===== config.mk =====
export PLATFORM = sky130hd
export DESIGN_NAME = core_exec
export DESIGN_NICKNAME = d
export VERILOG_FILES = /design/src/core_pkg.sv /design/src/alu_core.sv /design/src/core_exec.sv /design/src/pc_stack_mem.sv
export VERILOG_INCLUDE_DIRS = /design/src
export SDC_FILE = /design/constraint.sdc
export NUM_CORES = 1
export LEC_CHECK = 0
export BUFFER_PORTS_ARGS = -buffer_cell sky130_fd_sc_hd__buf_2
export CORE_ASPECT_RATIO = 0.9
export CORE_UTILIZATION = 60
export CTS_BUF_LIST = sky130_fd_sc_hd__clkbuf_4 sky130_fd_sc_hd__clkbuf_8
export DETAILED_ROUTE_END_ITERATION = 10
export PLACE_DENSITY = 0.82
export SLEW_MARGIN = 10
export SYNTH_ARGS = -nofsm -noshare
export SYNTH_HDL_FRONTEND = slang
export SYNTH_HIERARCHICAL = 1
export SYNTH_SLANG_ARGS = --single-unit

===== constraint.sdc =====
create_clock -name mclk -period 6.9 [get_ports mclk]
set_input_delay 1.035 -clock mclk [delete_from_list [all_inputs] [get_ports mclk]]
set_output_delay 1.035 -clock mclk [all_outputs]
set_load 0.03 [all_outputs]

===== src/core_cfg.svh =====
// fixed offsets, reset values and timing counts of the execution core
`ifndef CORE_CFG_SVH
`define CORE_CFG_SVH

// =====================================================================
// instruction cycle timing
// =====================================================================
`define CLK_PER_ICYCLE 4      // system clocks per instruction cycle
`define PHASE_FETCH    2'h0   // instruction word latched
`define PHASE_READ     2'h1   // data memory operand latched
`define PHASE_WRITE    2'h2   // result staged for data memory
`define PHASE_LAST     2'h3   // commit of core state

// =====================================================================
// addresses and reset values
// =====================================================================
`define PC_LOW_ADDR    8'h02           // data address of program counter low byte
`define IRQ_VECTOR     32'h0000_0004   // interrupt entry address
`define RST_PC         32'h0000_0000   // first fetch after reset
`define RST_WREG       8'h00           // working register after reset
`define PC_W_DEF       11              // program counter width
`define STACK_DEPTH_DEF 8              // return stack entries

`endif


===== src/core_pkg.sv =====
// shared types of the execution core
package core_pkg;

  // =====================================================================
  // instruction classes, taken from instruction bits 15:12
  // =====================================================================
  typedef enum logic [3:0] {
    OP_MISC, OP_MOVAM, OP_MOVMA, OP_CALL, OP_ADD, OP_ADC, OP_SUB, OP_SBC,
    OP_LOGIC, OP_ROTC, OP_IMM, OP_BCLR, OP_BSET, OP_SZ, OP_SBIT, OP_JUMP
  } opcode_t;

  // sub-operations of the misc class, bits 10:8
  typedef enum logic [2:0] {
    MS_NOP, MS_SUBEXIT, MS_IRQEXIT, MS_HALT, MS_CLRWDT, MS_TABRD, MS_RSV6, MS_RSV7
  } misc_t;

  // alu functions
  typedef enum logic [3:0] {
    ALU_ADD, ALU_ADC, ALU_SUB, ALU_SBC, ALU_AND, ALU_OR, ALU_XOR, ALU_NOT,
    ALU_INC, ALU_MINUS1, ALU_RORP, ALU_ROLP, ALU_RORC, ALU_ROLC, ALU_PASSA, ALU_PASSB
  } alu_op_t;

  // sequencer states
  typedef enum logic [1:0] {ST_RUN, ST_EXTRA, ST_SLEEP} state_t;

endpackage


===== src/alu_core.sv =====
// 8-bit arithmetic, logic and rotate unit
`timescale 1ns/1ps
module alu_core
  import core_pkg::*;
(
  input  wire alu_op_t    op,
  input  wire logic [7:0] a,
  input  wire logic [7:0] b,
  input  wire logic       cin,
  output logic [7:0]      res,
  output logic            co,
  output logic            ac,
  output logic            ov
);

  // =====================================================================
  // shared adder: subtract is a plus inverted b plus one
  // =====================================================================
  wire       isSub  = (op == ALU_SUB) || (op == ALU_SBC);
  wire [7:0] addB   = isSub ? ~b : b;
  wire       addCin = (op == ALU_SUB) ? 1'b1 : ((op == ALU_ADC) || (op == ALU_SBC)) ? cin : 1'b0;
  wire [8:0] sum    = {1'b0, a} + {1'b0, addB} + {8'h00, addCin};
  wire [4:0] nib    = {1'b0, a[3:0]} + {1'b0, addB[3:0]} + {4'h0, addCin};

  // =====================================================================
  // function select
  // =====================================================================
  always_comb begin
    res = sum[7:0];
    co  = sum[8];          // carry out; low after subtract means borrow
    ac  = nib[4];
    ov  = (a[7] == addB[7]) && (sum[7] != a[7]);
    case (op)
      ALU_AND:   res = a & b;
      ALU_OR:    res = a | b;
      ALU_XOR:   res = a ^ b;
      ALU_NOT:   res = ~b;
      ALU_INC:   res = b + 8'h01;
      ALU_MINUS1: res = b - 8'h01;
      ALU_RORP:  res = {b[0], b[7:1]};
      ALU_ROLP:  res = {b[6:0], b[7]};
      ALU_RORC: begin
        res = {cin, b[7:1]};
        co  = b[0];
      end
      ALU_ROLC: begin
        res = {b[6:0], cin};
        co  = b[7];
      end
      ALU_PASSA: res = a;
      ALU_PASSB: res = b;
      default:   res = sum[7:0];
    endcase
  end

endmodule


===== src/core_exec.sv =====
// instruction sequencing and execution of the 8-bit core
`timescale 1ns/1ps
`include "core_cfg.svh"
module core_exec
  import core_pkg::*;
#(
  parameter int PC_W        = `PC_W_DEF,
  parameter int STACK_DEPTH = `STACK_DEPTH_DEF
) (
  input  wire logic            mclk,
  input  wire logic            rstn,
  output logic [PC_W-1:0]      pmAddr,
  input  wire logic [15:0]     pmData,
  output logic [7:0]           dmAddr,
  input  wire logic [7:0]      dmRdata,
  output logic [7:0]           dmWdata,
  output logic                 dmWe,
  input  wire logic            irqReq,
  output logic                 irqAck,
  input  wire logic            wakeReq,
  output logic                 powerDown,
  output logic                 wdtClear,
  output logic                 globalIrqEnable,
  output logic [7:0]           workingReg,
  output logic [3:0]           statusFlags,
  output logic [7:0]           tableHigh,
  output logic [1:0]           cyclePhase
);

  localparam int SP_W = $clog2(STACK_DEPTH + 1);   // pointer counts 0..depth
  localparam int AW   = $clog2(STACK_DEPTH);

  // =====================================================================
  // state
  // =====================================================================
  state_t            state_q, stateD;     // sequencer
  logic [1:0]        phase_q, phaseD;     // clock within instruction cycle
  logic [15:0]       instr_q;             // current instruction word
  logic [7:0]        operand_q;           // data memory operand
  logic [7:0]        wreg_q;              // working register
  logic              zf_q, cf_q, acf_q, ovf_q;
  logic [PC_W-1:0]   pc_q;                // address of current instruction
  logic [PC_W-1:0]   pmAddr_q;            // next program memory fetch
  logic [7:0]        dmAddr_q, dmWdata_q;
  logic              dmWe_q;
  logic              gie_q;               // global interrupt enable
  logic [SP_W-1:0]   sp_q;                // stack fill level
  logic              tabPend_q;           // extra cycle carries table data
  logic [7:0]        tblLow_q, tblHigh_q;
  logic              wdtClear_q, irqAck_q;

  // =====================================================================
  // instruction fields and class decode
  // =====================================================================
  wire opcode_t opc   = opcode_t'(instr_q[15:12]);
  wire misc_t   msub  = misc_t'(instr_q[10:8]);
  wire          toMem = instr_q[11];
  wire [2:0]    sub   = instr_q[10:8];
  wire [7:0]    mAddr = instr_q[7:0];

  wire isMisc   = (opc == OP_MISC);
  wire isSubExit = isMisc && (msub == MS_SUBEXIT);
  wire isIrqExit = isMisc && (msub == MS_IRQEXIT);
  wire isHalt   = isMisc && (msub == MS_HALT);
  wire isClrWdt = isMisc && (msub == MS_CLRWDT);
  wire isTab    = isMisc && (msub == MS_TABRD);
  wire isJump   = (opc == OP_JUMP);
  wire isCall   = (opc == OP_CALL);
  wire isBit    = (opc == OP_BSET) || (opc == OP_BCLR);
  wire isArithM = (opc == OP_ADD) || (opc == OP_ADC) || (opc == OP_SUB) || (opc == OP_SBC);
  wire isAluM   = isArithM || (opc == OP_LOGIC) || (opc == OP_ROTC);
  wire immArith = (opc == OP_IMM) && (sub < 3'h2);
  wire immLogic = (opc == OP_IMM) && (sub >= 3'h2) && (sub <= 3'h4);

  // alu function for the current class
  function automatic alu_op_t aluSel(input opcode_t o, input logic [2:0] s);
    alu_op_t f;
    f = ALU_PASSB;
    case (o)
      OP_ADD:   f = ALU_ADD;
      OP_ADC:   f = ALU_ADC;
      OP_SUB:   f = ALU_SUB;
      OP_SBC:   f = ALU_SBC;
      OP_LOGIC: f = alu_op_t'({1'b0, s} + 4'h4);
      OP_ROTC:  f = s[0] ? ALU_ROLC : ALU_RORC;
      OP_MOVMA: f = ALU_PASSA;
      OP_IMM: begin
        case (s)
          3'h0:    f = ALU_ADD;
          3'h1:    f = ALU_SUB;
          3'h2:    f = ALU_AND;
          3'h3:    f = ALU_OR;
          3'h4:    f = ALU_XOR;
          default: f = ALU_PASSB;
        endcase
      end
      default:  f = ALU_PASSB;
    endcase
    return f;
  endfunction

  // =====================================================================
  // datapath
  // =====================================================================
  wire          pcLowHit = (mAddr == `PC_LOW_ADDR);
  wire [7:0]    aluB    = (opc == OP_IMM) ? mAddr : operand_q;
  wire alu_op_t aluOp   = aluSel(opc, sub);
  wire [7:0]    aluRes;
  wire          aluCo, aluAc, aluOv;
  wire [7:0]    bitMask = 8'h01 << sub;
  wire [7:0]    bitRes  = (opc == OP_BSET) ? (operand_q | bitMask) : (operand_q & ~bitMask);
  wire [7:0]    result  = isBit ? bitRes : aluRes;

  // first alu operand is always the working register
  alu_core u_alu (
    .op  (aluOp),
    .a   (wreg_q),
    .b   (aluB),
    .cin (cf_q),
    .res (aluRes),
    .co  (aluCo),
    .ac  (aluAc),
    .ov  (aluOv)
  );

  // destination select for transfers and alu results
  wire memWr = (isAluM && toMem) || (opc == OP_MOVMA) || isBit;
  wire accWr = (isAluM && !toMem) || (opc == OP_MOVAM) || (opc == OP_IMM);
  wire pcLowWr = memWr && pcLowHit;

  // flag classes: full arithmetic, zero only, carry only
  wire updArith = isArithM || immArith;
  wire updZ     = updArith || immLogic || ((opc == OP_LOGIC) && (sub < 3'h6));
  wire updC     = updArith || (opc == OP_ROTC);

  // byte test or bit test; bit 11 picks skip-if-set
  wire skipTaken = ((opc == OP_SZ) && (operand_q == 8'h00)) ||
                   ((opc == OP_SBIT) && (operand_q[sub] == toMem));

  // instructions that need a second cycle
  wire needExtra = isJump || isCall || isSubExit || isIrqExit || isTab || pcLowWr || skipTaken;

  // =====================================================================
  // program counter and return stack
  // =====================================================================
  wire [PC_W-1:0] stackRd;
  wire [PC_W-1:0] pcPlus1 = pc_q + PC_W'(1);
  wire [PC_W-1:0] pcPlus2 = pc_q + PC_W'(2);
  wire [PC_W-1:0] tblAddr = {pc_q[PC_W-1:8], wreg_q};  // table lies in current page
  wire            stackFull  = (sp_q == SP_W'(STACK_DEPTH));
  wire            stackEmpty = (sp_q == '0);
  wire            lastPh  = (phase_q == `PHASE_LAST);
  wire            runEnd  = (state_q == ST_RUN) && lastPh;
  wire            extraEnd = (state_q == ST_EXTRA) && lastPh;

  wire [PC_W-1:0] nextPc = (isJump || isCall) ? instr_q[PC_W-1:0] :
                           (isSubExit || isIrqExit) ? stackRd :
                           pcLowWr            ? {pc_q[PC_W-1:8], result} :
                           skipTaken          ? pcPlus2 : pcPlus1;

  // interrupt entry only at an ordinary instruction boundary
  wire takeIrq  = runEnd && !needExtra && !isHalt && irqReq && gie_q && !stackFull;
  wire [PC_W-1:0] pcD = takeIrq ? PC_W'(`IRQ_VECTOR) : nextPc;
  // push on call or interrupt entry, pop on either return
  wire pushEn   = runEnd && ((isCall && !stackFull) || takeIrq);
  wire popEn    = runEnd && (isSubExit || isIrqExit) && !stackEmpty;
  wire [PC_W-1:0] pushData = isCall ? pcPlus1 : nextPc;

  pc_stack_mem #(
    .DW    (PC_W),
    .DEPTH (STACK_DEPTH),
    .AW    (AW)
  ) u_stack (
    .mclk  (mclk),
    .we    (pushEn),
    .waddr (AW'(sp_q)),
    .wdata (pushData),
    .raddr (AW'(sp_q - SP_W'(1))),
    .rdata (stackRd)
  );

  // =====================================================================
  // sequencer
  // =====================================================================
  always_comb begin
    stateD = state_q;
    case (state_q)
      ST_SLEEP: stateD = wakeReq ? ST_RUN : ST_SLEEP;
      ST_EXTRA: stateD = lastPh ? ST_RUN : ST_EXTRA;
      ST_RUN: begin
        if (lastPh) begin
          // halt parks the core, ordinary ones stay in run
          stateD = isHalt ? ST_SLEEP : (needExtra || takeIrq) ? ST_EXTRA : ST_RUN;
        end
      end
      default:  stateD = ST_RUN;
    endcase
  end

  // phase wraps every four clocks, held at fetch while asleep
  assign phaseD = (state_q == ST_SLEEP) ? `PHASE_FETCH : phase_q + 2'h1;

  // sequencer registers
  always_ff @(posedge mclk or negedge rstn) begin
    if (!rstn) begin
      state_q <= ST_RUN;
      phase_q <= `PHASE_FETCH;
    end else begin
      state_q <= stateD;
      phase_q <= phaseD;
    end
  end

  // instruction and operand capture
  always_ff @(posedge mclk or negedge rstn) begin
    if (!rstn) begin
      instr_q   <= 16'h0000;
      dmAddr_q  <= 8'h00;
      operand_q <= 8'h00;
    end else if (state_q == ST_RUN && phase_q == `PHASE_FETCH) begin
      instr_q  <= pmData;
      dmAddr_q <= pmData[7:0];
    end else if (state_q == ST_RUN && phase_q == `PHASE_READ) begin
      operand_q <= pcLowHit ? pc_q[7:0] : dmRdata;
    end
  end

  // =====================================================================
  // data memory write, staged so the strobe is a clean register
  // =====================================================================
  // table low byte lands in the addressed data location
  wire dmWeD = (phase_q == `PHASE_WRITE) &&
               (((state_q == ST_RUN) && memWr && !pcLowHit) || ((state_q == ST_EXTRA) && tabPend_q));
  wire [7:0] dmWdataD = (state_q == ST_EXTRA) ? tblLow_q : result;

  always_ff @(posedge mclk or negedge rstn) begin
    if (!rstn) begin
      dmWe_q    <= 1'b0;
      dmWdata_q <= 8'h00;
    end else begin
      dmWe_q <= dmWeD;
      if (phase_q == `PHASE_WRITE) begin
        dmWdata_q <= dmWdataD;
      end
    end
  end

  // =====================================================================
  // working register and flags, committed at the last phase
  // =====================================================================
  always_ff @(posedge mclk or negedge rstn) begin
    if (!rstn) begin
      wreg_q <= `RST_WREG;
      {zf_q, cf_q, acf_q, ovf_q} <= 4'h0;
    end else if (runEnd) begin
      if (accWr) begin
        wreg_q <= result;
      end
      if (updZ) begin
        zf_q <= (result == 8'h00);
      end
      if (updC) begin
        cf_q <= aluCo;
      end
      if (updArith) begin
        acf_q <= aluAc;
        ovf_q <= aluOv;
      end
    end
  end

  // =====================================================================
  // program flow registers
  // =====================================================================
  always_ff @(posedge mclk or negedge rstn) begin
    if (!rstn) begin
      pc_q     <= PC_W'(`RST_PC);
      pmAddr_q <= PC_W'(`RST_PC);
      sp_q     <= '0;
      gie_q    <= 1'b0;
    end else if (runEnd) begin
      pc_q     <= pcD;
      // table read borrows the next fetch slot
      pmAddr_q <= isTab ? tblAddr : pcD;
      sp_q     <= pushEn ? sp_q + SP_W'(1) : popEn ? sp_q - SP_W'(1) : sp_q;
      gie_q    <= isIrqExit ? 1'b1 : takeIrq ? 1'b0 : gie_q;
    end else if (extraEnd) begin
      pmAddr_q <= pc_q;
    end
  end

  // table capture and one-clock pulses
  always_ff @(posedge mclk or negedge rstn) begin
    if (!rstn) begin
      tabPend_q  <= 1'b0;
      tblLow_q   <= 8'h00;
      tblHigh_q  <= 8'h00;
      wdtClear_q <= 1'b0;
      irqAck_q   <= 1'b0;
    end else begin
      tabPend_q <= (runEnd && isTab) ? 1'b1 : extraEnd ? 1'b0 : tabPend_q;
      if (state_q == ST_EXTRA && phase_q == `PHASE_FETCH && tabPend_q) begin
        {tblHigh_q, tblLow_q} <= pmData;
      end
      wdtClear_q <= runEnd && isClrWdt;
      irqAck_q   <= takeIrq;
    end
  end

  // =====================================================================
  // outputs
  // =====================================================================
  assign pmAddr          = pmAddr_q;
  assign dmAddr          = dmAddr_q;
  assign dmWdata         = dmWdata_q;
  assign dmWe            = dmWe_q;
  assign irqAck          = irqAck_q;
  assign powerDown       = (state_q == ST_SLEEP);
  assign wdtClear        = wdtClear_q;
  assign globalIrqEnable = gie_q;
  assign workingReg      = wreg_q;
  assign statusFlags     = {ovf_q, acf_q, cf_q, zf_q};
  assign tableHigh       = tblHigh_q;
  assign cyclePhase      = phase_q;
endmodule


===== src/pc_stack_mem.sv =====
// return address store with registered read data
`timescale 1ns/1ps
module pc_stack_mem #(
  parameter int DW    = 11,
  parameter int DEPTH = 8,
  parameter int AW    = 3
) (
  input  wire logic          mclk,
  input  wire logic          we,
  input  wire logic [AW-1:0] waddr,
  input  wire logic [DW-1:0] wdata,
  input  wire logic [AW-1:0] raddr,
  output logic [DW-1:0]      rdata
);

  // =====================================================================
  // storage; no reset, contents are meaningless until pushed
  // =====================================================================
  logic [DW-1:0] mem [DEPTH];   // entries
  logic [DW-1:0] rdata_q;       // read register

  // write port
  always_ff @(posedge mclk) begin
    if (we) begin
      mem[waddr] <= wdata;
    end
  end

  // read port, one clock latency
  always_ff @(posedge mclk) begin
    rdata_q <= mem[raddr];
  end

  assign rdata = rdata_q;

endmodule


==> results.md, run 1 <==
Clock network:
- The hold-fix buffer count after cts is 0.
- TritonCTS built the clock tree.
- The count of clock tree sinks is 194.
- The clock passes through at most 2 buffers.
- The later pin in the worst-skew pair is clocked with a latency of 490 ps.
- The count of cells resized by post-cts repair is 0.
- Counting the buffers created by CTS gives 17.
- The setup fix buffers added after clock tree synthesis is 0.
- Clock-pin slew was measured on the worst setup and hold paths at 120 ps.
- The maximum level of the CTS H-tree is 4.
- In this run the clock root is driven by a sky130_fd_sc_hd__clkbuf_8.

Timing:
- Setup repair after global routing left no endpoint under its margin.
- The slew at the pin closest to its max-slew limit is 1300 ps.
- The achievable clock frequency is 171 MHz.
- The number of setup violations in the final report is 0.
- The share of the clock period used by the worst path is 84.7%.
- Across the routed clock network, the largest skew measured is 33.6 ps.
- For the finished layout, the period the worst path requires is 5840 ps.
- The max-slew violation count is 0.
- The setup TNS is 0 ps.
- Measured against its own limit, the worst slew margin works out to 13.0%.
- The tightest hold path in the finished design has a slack of 420 ps.
- The final number of hold-violating endpoints is 0.

Worst hold path:
- The tightest min-delay check is of the in -> async type.

Worst setup path:
- STA classifies the critical path endpoint as a flip-flop.
- The critical path launch point type is a flip-flop.
- The slowest stage of the critical path belongs to the cell sky130_fd_sc_hd__dfrtp_1.
- The critical path is of the reg -> reg type.
- STA puts the critical path data required time at 7080 ps.
- For the worst setup path, the data arrival time is 6030 ps.
- The number of buffers and inverters on the critical path is 2.
- In this run the worst path has a maximum fanout of 26.
- Traced cell by cell, the critical path runs through nor2b_1 > a21oi_1 > buf_4 > nor2_1 > and2_1 > xnor2_1 > fa_1 > inv_1 > fa_1 > nor2b_1 > o21ai_0 > nand2_1 > xnor2_1 > a22oi_1 > a21oi_1 > a2111oi_0 > mux2i_1 > a31oi_1.
- The top cell family by delay on the critical path is compound AO/OA/AOI/OAI gates.
- In this design, the stage delay of the slowest critical-path cell is 650 ps.

Die:
- The height of the die is 132 um.
- The floorplan step defined a die boundary enclosing 19300 um^2.
- For this configuration, the core starts out at a cell density of 61.2%.
- The core box area is 18300 um^2.
- In this run the horizontal extent of the chip is 146 um.
- The total I/O pin count is 82.
- The floorplan has 47 rows.

Logic synthesis:
- The synthesized design contains 194 register bits.
- Synthesis instantiated 89 different standard cells from the library.
- The mapped netlist covers 11200 um^2.
- After synthesis, flip-flops and latches occupy 46.6% of the total area.
- A synthesized cell averages 10.7 um^2.
- For this run, the number of Yosys warnings is 6.
- The count of flip-flops with a built-in enable after synthesis is 88.
- The flip-flop cell with the highest count after synthesis is sky130_fd_sc_hd__dfrtp_1.
- In the synthesized netlist the async set-or-reset flop fraction comes to 49.0%.
- The number of nets in the synthesized netlist is 1115.
- The number of instances in the synthesized netlist is 1053.

GRT:
- Global routing finished with a remaining overflow of 0.
- The first global-routing pass estimated 47.0 mm of wire.
- The largest net degree at the start of global routing is 78.
- The number of antenna violations at the first check in global routing is 0.
- For this run, the total global-route usage over all layers was measured as 32.6%.
- The via count of the first global-routing pass is 8207.

Drt:
- The antenna violation net count after detailed routing is 0.
- The via count of the routed design is 8903.
- The first detailed-routing pass took 6 iterations.
- The via density per instance is 6.60.
- In the final routed layout, each cell accounts on average for 22.9 um.
- In the routed design, unresolved DRC markers number 0.
- The first routing iteration left 1207 violations.
- The routed design has 30.9 mm of wire.

Finish:
- The sequential cell area is 5240 um^2.
- The count of cells in the finished layout, fillers not included, comes to 1349.
- The filler cell count is 1385.
- From synthesis to final layout, the design area changed by 8.05%.
- The multi-input logic area is 5470 um^2.
- In the final layout, the share of cells above drive strength 1 is 19.2%.
- The number of antenna diodes in the final layout is 0.
- For this run, the post-layout net count is 1153.
- Measured on the finished design, the core utilization comes to 66.2%.

Place:
- After detailed placement, the design holds a cell count of 1317.
- The final weighted congestion in routability-driven placement is 0.993.
- Summed over all nets, the half-perimeter wirelength after detailed placement is 22.3 mm.
- The number of I/O port buffers is 81.

Run status:
- The flow ran to the end, and the final reports show no timing, DRC or antenna violations.

Run:
- The tool flagged a number of max-cap violations equal to 0.
per-layer routing:
metal	vias to the layer above	share of wire, %	GRT usage [%]
met4	0	2.9	11.7
met1	4295	41	46.6
met5	-	0	0
met3	82	12	9.34
li1	3970	-	-
met2	556	44	47.7
logic make-up (layout without fill, tap and decap cells):
family                   count (synthesis)  in the layout  share of synthesized area, %
XOR/XNOR                                36             36                          2.81
flip-flops                             194            194                          46.6
AND/OR/NAND/NOR                        322            322                          13.9
AO/OA/AOI/OAI                          235            235                          13.8
buffers and inverters                  119            170                          4.87
adder cells (fa/ha/maj)                 34             34                          3.92
multiplexers                           113            113                          14.1
layout make-up:
type	instances	share of cell area [%]
tap	245	2.53
clock buffer	18	2.04
inverter	39	1.27
clock inverter	14	1.46
sequential	194	43.2
multi-input combinational	740	45.1
timing repair buffer	99	4.47
per-stage QoR:
step                setup WS (ps)  area [um^2]
detailed placement           1240        11700
finish                       1060        12100
floorplan                    1950        11200
CTS                          1150        12100
global placement             1490        11700
global route                  654        12100
flip-flops by register name, indices dropped and copies added, names as in the netlist, 2 cells and up:
| signal | cells |
|---|---|
| tableHigh | 8 |
| u_stack/mem | 88 |
| pmAddr | 11 |
| cyclePhase | 2 |
| operand_q | 8 |
| workingReg | 8 |
| sp_q | 4 |
| state_q | 2 |
| instr_q | 16 |
| pc_q | 11 |
| tblLow_q | 8 |
| u_stack/rdata | 11 |
| dmWdata | 8 |
worst register-to-register path: stages (launching register included):
cell                        delay [ps]
sky130_fd_sc_hd__dfrtp_1           650
sky130_fd_sc_hd__nor2b_1           520
sky130_fd_sc_hd__a21oi_1           100
sky130_fd_sc_hd__buf_4             250
sky130_fd_sc_hd__nor2_1            470
sky130_fd_sc_hd__and2_1            480
sky130_fd_sc_hd__xnor2_1           150
sky130_fd_sc_hd__fa_1              440
sky130_fd_sc_hd__inv_1              80
sky130_fd_sc_hd__fa_1              200
sky130_fd_sc_hd__nor2b_1            50
sky130_fd_sc_hd__o21ai_0           210
sky130_fd_sc_hd__nand2_1           130
sky130_fd_sc_hd__xnor2_1           140
sky130_fd_sc_hd__a22oi_1           180
sky130_fd_sc_hd__a21oi_1           220
sky130_fd_sc_hd__a2111oi_0         530
sky130_fd_sc_hd__mux2i_1           190
sky130_fd_sc_hd__a31oi_1           570
cells in the mapped netlist, types with 7 or more instances:
library cell | count | share of area [%]
sky130_fd_sc_hd__a21oi_1 | 77 | 3.4
sky130_fd_sc_hd__a221oi_1 | 9 | 0.70
sky130_fd_sc_hd__a22oi_1 | 8 | 0.53
sky130_fd_sc_hd__a31oi_1 | 11 | 0.61
sky130_fd_sc_hd__and2_1 | 8 | 0.45
sky130_fd_sc_hd__buf_1 | 11 | 0.37
sky130_fd_sc_hd__buf_2 | 13 | 0.58
sky130_fd_sc_hd__buf_4 | 12 | 0.80
sky130_fd_sc_hd__clkbuf_1 | 39 | 1.3
sky130_fd_sc_hd__dfrtp_1 | 95 | 21
sky130_fd_sc_hd__dfxtp_1 | 11 | 2.0
sky130_fd_sc_hd__edfxtp_1 | 88 | 24
sky130_fd_sc_hd__ha_1 | 32 | 3.6
sky130_fd_sc_hd__inv_1 | 34 | 1.1
sky130_fd_sc_hd__mux2_2 | 60 | 6.0
sky130_fd_sc_hd__mux2i_1 | 29 | 2.6
sky130_fd_sc_hd__mux4_1 | 22 | 5.1
sky130_fd_sc_hd__nand2_1 | 96 | 3.2
sky130_fd_sc_hd__nand2b_1 | 14 | 0.78
sky130_fd_sc_hd__nand3_1 | 22 | 0.98
sky130_fd_sc_hd__nand4_1 | 7 | 0.39
sky130_fd_sc_hd__nor2_1 | 93 | 3.1
sky130_fd_sc_hd__nor2b_1 | 13 | 0.72
sky130_fd_sc_hd__nor3_1 | 18 | 0.80
sky130_fd_sc_hd__nor4_1 | 9 | 0.50
sky130_fd_sc_hd__o21ai_0 | 48 | 2.1
sky130_fd_sc_hd__or3_1 | 10 | 0.56
sky130_fd_sc_hd__xnor2_1 | 27 | 2.1
sky130_fd_sc_hd__xor2_1 | 9 | 0.70
cells in the final DEF, fill, tap and decap left out, drive strengths merged, types with 8 or more instances in the layout:
cell and n:
nand2b 14, mux2i 30, nor4 9, a21oi 78, nor3 18, mux2 60, or3 10, dfxtp 11
mux4 23, xnor2 27, a22oi 8, nor2b 13, a221oi 9, xor2 9, edfxtp 88, clkbuf 18
o21ai 50, a31oi 11, nor2 93, nand2 96, ha 32, inv 46, dfrtp 95, and2 8
nand3 22, buf 99
final timing paths:
path	startpoint	endpoint	slack (ps)	cells after the start
max in group asynchronous	rstn	pmAddr[4]	5220	2
min	rstn	instr_q[10]	420	1
max	instr_q[14]	u_stack/mem[1][4]	1060	18
min in group mclk	sp_q[3]	sp_q[3]	510	1
max reg2reg	instr_q[14]	u_stack/mem[1][4]	1060	18
min reg2reg	sp_q[3]	sp_q[3]	510	1
Power of run 1 is not shown: default switching activity piles up to over one toggle a cycle in this logic, so the estimate is an artifact.
==> run 2: changes to the inputs <==
==> constraint.sdc (replaced) <==
create_clock -name mclk -period 5.8 [get_ports mclk]
set_input_delay 0.87 -clock mclk [delete_from_list [all_inputs] [get_ports mclk]]
set_output_delay 0.87 -clock mclk [all_outputs]
set_load 0.03 [all_outputs]
==> results.md, run 2 (same netlist as run 1, synthesis figures left out) <==
Run status:
- The run finished with clean final reports.

Timing:
- The number of setup violations in the final report is 0 (unchanged).
- The share of the clock period used by the worst path came to 93.5% (+8.8 points).
- The worst max-slew margin expressed relative to the limit is 26.3% (+13 points).
- The achievable clock frequency is 184 MHz (+7.8%).
- The max-slew violation count is 0 (unchanged).
- Setup repair after global routing left no endpoint under its margin.
- The setup TNS is 0 ps (unchanged).
- The slew at the pin closest to its max-slew limit is 1100 ps (-203 ps).
- The setup skew after layout is 26.5 ps (-7.06 ps).
- The time the final worst path needs with I/O delays and setup was 5420 ps (-420 ps).
- The final number of hold-violating endpoints is 0 (unchanged).

Drt:
- The wire length per cell is 22.5 um (-1.7%).
- The initial DRC count is 1129 (-6.5%).
- The total wire length after detailed routing is 30.7 mm (-0.72%).
- The antenna violation net count after detailed routing was 0 (unchanged).
- The detailed route wirelength on metal2 is 14.0 mm (+2.2%).
- The via density per instance is 6.57 (-0.50%).
- Routed signal wires occupy layers up through met4.
- The final routed DRC violation total is 0 (unchanged).
- The detailed-routing iteration count for the pre-antenna-repair pass came to 6 (unchanged).
- The via count of the routed design is 8950 (+0.53%).
- The routed metal-1 wire length is 12.8 mm (+1.3%).
- The routed length on met3 is 3.31 mm (-10%).

Clock network:
- The clock slew at the register clock pins of the worst setup and hold paths is 100 ps (-20 ps).
- The number of buffers on the longest clock path is 2 (unchanged).
- The setup fix buffers added after clock tree synthesis is 0 (unchanged).
- The tree is rooted in a sky130_fd_sc_hd__clkbuf_8.
- The clock insertion delay at the later pin of the skew report is 480 ps (about the same).
- The hold-fix buffer count after cts is 0 (unchanged).
- The TritonCTS clock tree is built.
- The maximum level of the CTS H-tree was 4 (unchanged).
- The count of cells resized by post-cts repair is 0 (unchanged).
- The number of buffers created by CTS is 17 (unchanged).
- The count of clock tree sinks is 194 (unchanged).

GRT:
- The number of antenna violations at the first check in global routing came to 0 (unchanged).
- The global-route usage over all layers is 32.5% (-0.15 points).
- The via count of the first global-routing pass is 8317 (+1.3%).
- The total overflow reported by the global router is 0 (unchanged).
- The largest net degree at the start of global routing is 69 (-12%).
- The wire length of the first global-routing pass came to 47.4 mm (+0.72%).

Die:
- The height of the die is 132 um (unchanged).
- The core box area was 18300 um^2 (unchanged).
- The total I/O pin count is 82 (unchanged).
- The die area is 19300 um^2 (unchanged).
- The number of rows created at floorplan was 47 (unchanged).
- The starting density of the core is 61.2% (unchanged).
- The floorplan die width is 146 um (unchanged).

Finish:
- In the layout the commonest cells are sky130_fd_sc_hd__nand2_1 (96), sky130_fd_sc_hd__dfrtp_1 (95), sky130_fd_sc_hd__nor2_1 (93), sky130_fd_sc_hd__edfxtp_1 (88), sky130_fd_sc_hd__buf_2 (80).
- The number of diodes added for antenna fixing is 0 (unchanged).
- More flip-flops sit in one register than any other, and that register is u_stack/mem.
- The most frequent standard cell in the layout excluding fill and tap cells is sky130_fd_sc_hd__nand2_1.
- Relative to the synthesized area, the layout overhead comes to 9.04%.
- The filler cell count is 1403 (+1.3%).
- The fraction of final layout cells with drive strength greater than 1 is 20.3% (+1.1 points).
- The final net count came to 1167 (+1.2%).
- The flip-flop count of the largest register after layout is 88 (unchanged).
- The largest registers in the layout are u_stack/mem (88), instr_q (16).

Worst setup path:
- The arrival time at the worst endpoint came to 5580 ps (-450 ps).
- The most critical setup path has its startpoint at instr_q[12].
- The destination of the worst register-to-register timing path is u_stack/mem[3][4].
- The critical-path maximum fanout is 16 (-38%).
- The critical path required time is 5960 ps (-1120 ps).
- The termination of the worst setup path is u_stack/mem[3][4].
- The critical path launch point type is a flip-flop.
- The startpoint of the worst-slack reg-to-reg timing path is instr_q[12].
- The kind of capture point of the worst setup path is a flip-flop.
- The cell count of the worst reg-to-reg path is 18 (unchanged).
- By startpoint and endpoint, the worst setup path is classified as reg -> reg.
- The signal on the critical path passes through nand2b_1 > nor2_1 > buf_4 > mux2_2 > inv_1 > xnor2_1 > fa_1 > inv_1 > fa_1 > nor2b_1 > o21ai_0 > nand2_1 > xnor2_1 > a22oi_1 > a21oi_1 > a2111oi_0 > mux2i_1 > a31oi_1.
- The register-to-register path setup slack is 380 ps (-680 ps).
- The slowest stage of the critical path belongs to the cell sky130_fd_sc_hd__a31oi_1.
- The delay of the slowest critical-path stage is 670 ps (+20 ps).

Place:
- The final weighted congestion in routability-driven placement is 1.03 (+3.9%).
- The number of I/O port buffers was 81 (unchanged).
- The total half-perimeter wirelength after legalization and detailed placement is 22.1 mm (-1.2%).

Worst hold path:
- In this run the worst hold path is classified as in -> async.

Run:
- The max-cap violation count is 0 (unchanged).
==> run 2: changes by cell type in the layout (fill, tap and decap cells not counted), sizes merged <==
cell / before / now
inv: 46 / 44
buf: 99 / 113
clkinvlp: 0 / 1
bufinv: 0 / 1
==> run 2: metal layers <==
metal	global-route usage [%]	vias up
met1	47.8	4364
met3	6.92	66
met4	9.95	0
met2	48.5	530
met5	0	-
li1	-	3990
==> run 2: worst min-delay path by stage <==
stage | startpoint | end | slack (ps)
after floorplan | sp_q[3] | sp_q[3] | 470
after global placement | pmAddr[5] | pmAddr[5] | 480
after detailed placement | pmAddr[5] | pmAddr[5] | 480
after CTS | rstn | tableHigh[1] | 320
after global routing | rstn | tableHigh[1] | 320
final | rstn | tableHigh[3] | 330
==> run 2: cell type report <==
class	count	area (um^2)	area share (%)
Multi-Input combinational cell	740	5480	44.7
Sequential cell	194	5240	42.8
Timing Repair Buffer	113	648	5.29
Tap cell	245	307	2.50
Clock buffer	18	241	1.97
Clock inverter	14	180	1.47
Inverter	39	154	1.26
==> run 2: stage by stage <==
stage	area [um^2]	util [%]	std cells	worst slack, ps	hold WS (ps)
floorplan	11200	-	1053	855	469
global placement	11800	64.4	1331	783	480
detailed placement	11800	64.4	1331	483	478
CTS	12200	66.7	1363	415	318
global route	12200	66.8	1363	50.7	323
finish	12200	66.8	1363	378	333
==> run 2: worst max-delay path: cells and delay by family (launching register included) <==
family	cells	cell delay, ps
mux	2	640
fa+ha+maj	2	620
simple gates	4	750
buf+inv	3	510
flops	1	550
xor+xnor	2	270
compound gates	5	1760
Power of run 2 is left out for the same reason.
==> run 3: changes to the inputs <==
==> constraint.sdc (replaced) <==
create_clock -name mclk -period 5.8 [get_ports mclk]
set_input_delay 0.58 -clock mclk [delete_from_list [all_inputs] [get_ports mclk]]
set_output_delay 0.58 -clock mclk [all_outputs]
set_load 0.03 [all_outputs]
==> results.md, run 3 (same netlist as run 1, synthesis figures left out) <==
Finish:
- In the layout the commonest cells are sky130_fd_sc_hd__nand2_1 (96), sky130_fd_sc_hd__dfrtp_1 (95), sky130_fd_sc_hd__nor2_1 (93), sky130_fd_sc_hd__edfxtp_1 (88), sky130_fd_sc_hd__buf_2 (80).
- The flip-flop count of the largest register after layout was 88 (unchanged).
- u_stack/mem holds more flip-flops than any other register.
- In the final layout, the registers with the most flip-flops are u_stack/mem (88), instr_q (16).
- The number of diodes added for antenna fixing is 0 (unchanged).
- The signed area change from the synthesized netlist to the final layout is 8.90%.
- The fraction of final layout cells with drive strength greater than 1 was 20.3% (about the same).
- The sequential cell area is 5240 um^2 (unchanged).
- The multi-input logic area is 5470 um^2 (-0.14%).
- Leaving out fill and tap cells, the most frequent cell in the layout is sky130_fd_sc_hd__nand2_1.
- The final net count was 1168 (+0.086%).
- The filler cell count is 1386 (-1.2%).

Clock network:
- The TritonCTS clock tree is built.
- The count of clock tree sinks came to 194 (unchanged).
- The clock insertion delay at the later pin of the skew report is 480 ps (about the same).
- The count of cells resized by post-cts repair is 0 (unchanged).
- The clock slew at the register clock pins of the worst setup and hold paths was 110 ps (about the same).
- The number of buffers on the longest clock path is 2 (unchanged).
- The maximum level of the CTS H-tree is 4 (unchanged).
- The number of buffers created by CTS is 17 (unchanged).
- In this run the clock root is driven by a sky130_fd_sc_hd__clkbuf_8.

Worst setup path:
- The cell with the largest stage delay on the worst path is sky130_fd_sc_hd__a21oi_2.
- The class of the most critical setup path is reg -> reg.
- The arrival time at the worst endpoint is 5640 ps (+60 ps).
- The critical path required time is 5970 ps (about the same).
- The cell count of the worst reg-to-reg path was 15 (-3).
- The startpoint of the worst-slack reg-to-reg timing path is instr_q[12].
- Traced cell by cell, the critical path runs through nand2b_1 > nor2_1 > a21oi_2 > and4bb_4 > xnor2_1 > ha_1 > or3b_1 > o32ai_1 > xnor2_1 > a22oi_1 > a22oi_1 > a21oi_1 > a2111oi_0 > mux2i_1 > a31oi_1.
- The delay of the slowest critical-path stage is 750 ps (+80 ps).
- The endpoint identified for the worst register-to-register timing path is u_stack/mem[7][4].
- The critical path launch point type is a flip-flop.
- The register-to-register path setup slack is 330 ps (-50 ps).
- The critical-path maximum fanout is 23 (+7).
- STA classifies the critical path endpoint as a flip-flop.

Worst hold path:
- The number of cells on the worst hold path is 3.
- The class of the tightest hold or removal check is in -> reg.
- The end point of the most critical hold path is instr_q[11].
- In this run the most critical hold path is launched from pmData[11].

Drt:
- The antenna violation net count after detailed routing was 0 (unchanged).
- The initial DRC count is 960 (-15%).
- The wire length per cell is 22.8 um (+1.1%).
- The final routed DRC violation total is 0 (unchanged).
- The via density per instance was 6.59 (+0.31%).
- The total wire length after detailed routing is 31.1 mm (+1.2%).
- The via count of the routed design is 8984 (+0.38%).
- The detailed-routing iteration count for the pre-antenna-repair pass was 7 (+1).

GRT:
- The wire length of the first global-routing pass was 47.7 mm (+0.66%).
- The via count of the first global-routing pass is 8289 (-0.34%).
- The global-route usage over all layers is 32.7% (+0.22 points).
- The total overflow reported by the global router was 0 (unchanged).
- The largest net degree at the start of global routing is 75 (+8.7%).
- The number of antenna violations at the first check in global routing came to 0 (unchanged).

Die:
- The height of the die was 132 um (unchanged).
- The core box area was 18300 um^2 (unchanged).
- The total I/O pin count is 82 (unchanged).
- The floorplan die width came to 146 um (unchanged).
- The number of rows created at floorplan was 47 (unchanged).
- The starting density of the core is 61.2% (unchanged).
- The die area was 19300 um^2 (unchanged).

Timing:
- The setup skew after layout is 19.9 ps (-6.62 ps).
- The max-slew violation count is 0 (unchanged).
- The worst max-slew margin expressed relative to the limit is 25.6% (-0.72 points).
- The minimum hold slack is 322 ps (-10.2 ps).
- The achievable clock frequency was 183 MHz (-0.89%).
- The share of the clock period used by the worst path was 94.3% (+0.84 points).
- The setup TNS came to 0 ps (unchanged).
- The number of setup violations in the final report is 0 (unchanged).
- The time the final worst path needs with I/O delays and setup is 5470 ps (+48.5 ps).
- Setup repair after global routing left no endpoint under its margin.
- The final number of hold-violating endpoints was 0 (unchanged).
- The slew at the pin closest to its max-slew limit came to 1110 ps (+10.7 ps).

Run:
- The max-cap violation count is 0 (unchanged).

Run status:
- The run finished with clean final reports.

Place:
- The total half-perimeter wirelength after legalization and detailed placement is 22.1 mm (+0.32%).
- The number of I/O port buffers came to 81 (unchanged).
- The final weighted congestion in routability-driven placement was 1.03 (-0.63%).
-- run 3: layout make-up --
class / count / area share [%]
well taps: 245 / 2.51
multi-input cells: 740 / 44.7
clock inverters: 14 / 1.32
flip-flops and latches: 194 / 42.8
repair buffers: 114 / 5.38
clock buffers: 18 / 1.97
inverters: 39 / 1.26
-- run 3: how the worst max path moves through the flow --
stage,startpoint,depth (start not counted),slack [ps],endpoint
after floorplan,instr_q[15],22,850,u_stack/mem[0][4]
after global placement,instr_q[12],15,800,u_stack/mem[6][4]
after detailed placement,instr_q[12],15,470,u_stack/mem[6][4]
after CTS,instr_q[12],15,500,u_stack/mem[4][4]
after global routing,instr_q[12],17,40,u_stack/mem[7][4]
final,instr_q[12],15,330,u_stack/mem[7][4]
-- run 3: what timing repair did --
item                      4_1_cts  5_1_grt
hold endpoints to repair       21        0
hold buffers                    1        0
buffers inserted                0        0
-- run 3: layer usage --
layer / GRT usage (%) / vias to the layer above / part of all wire, % / wire (um)
li1: - / 3996 / - / -
met1: 46.2 / 4301 / 41 / 12700
met2: 48.8 / 591 / 44 / 13700
met3: 8.34 / 96 / 12 / 3630
met4: 12.7 / 0 / 3.4 / 1060
met5: 0 / - / 0 / 0
-- run 3: critical path: cells and delay by family (launching register included) --
| kind | cells | cell delay, ps |
|---|---|---|
| muxes | 1 | 210 |
| DFF | 1 | 630 |
| xor gates and xnor gates | 2 | 300 |
| adders and majority gates | 1 | 210 |
| AOI/OAI and AO/OA | 7 | 2730 |
| and+or+nand+nor | 4 | 1080 |
-- run 3: metrics by stage --
step	area, um^2	std cells	utilization [%]	setup WS [ps]
3_3_place_gp	11800	1331	64.4	798
2_1_floorplan	11200	1053	-	855
5_1_grt	12200	1364	66.7	36.6
6_report	12200	1364	66.7	329
3_5_place_dp	11800	1331	64.4	475
4_1_cts	12200	1364	66.7	499
Power of run 3 is left out for the same reason.
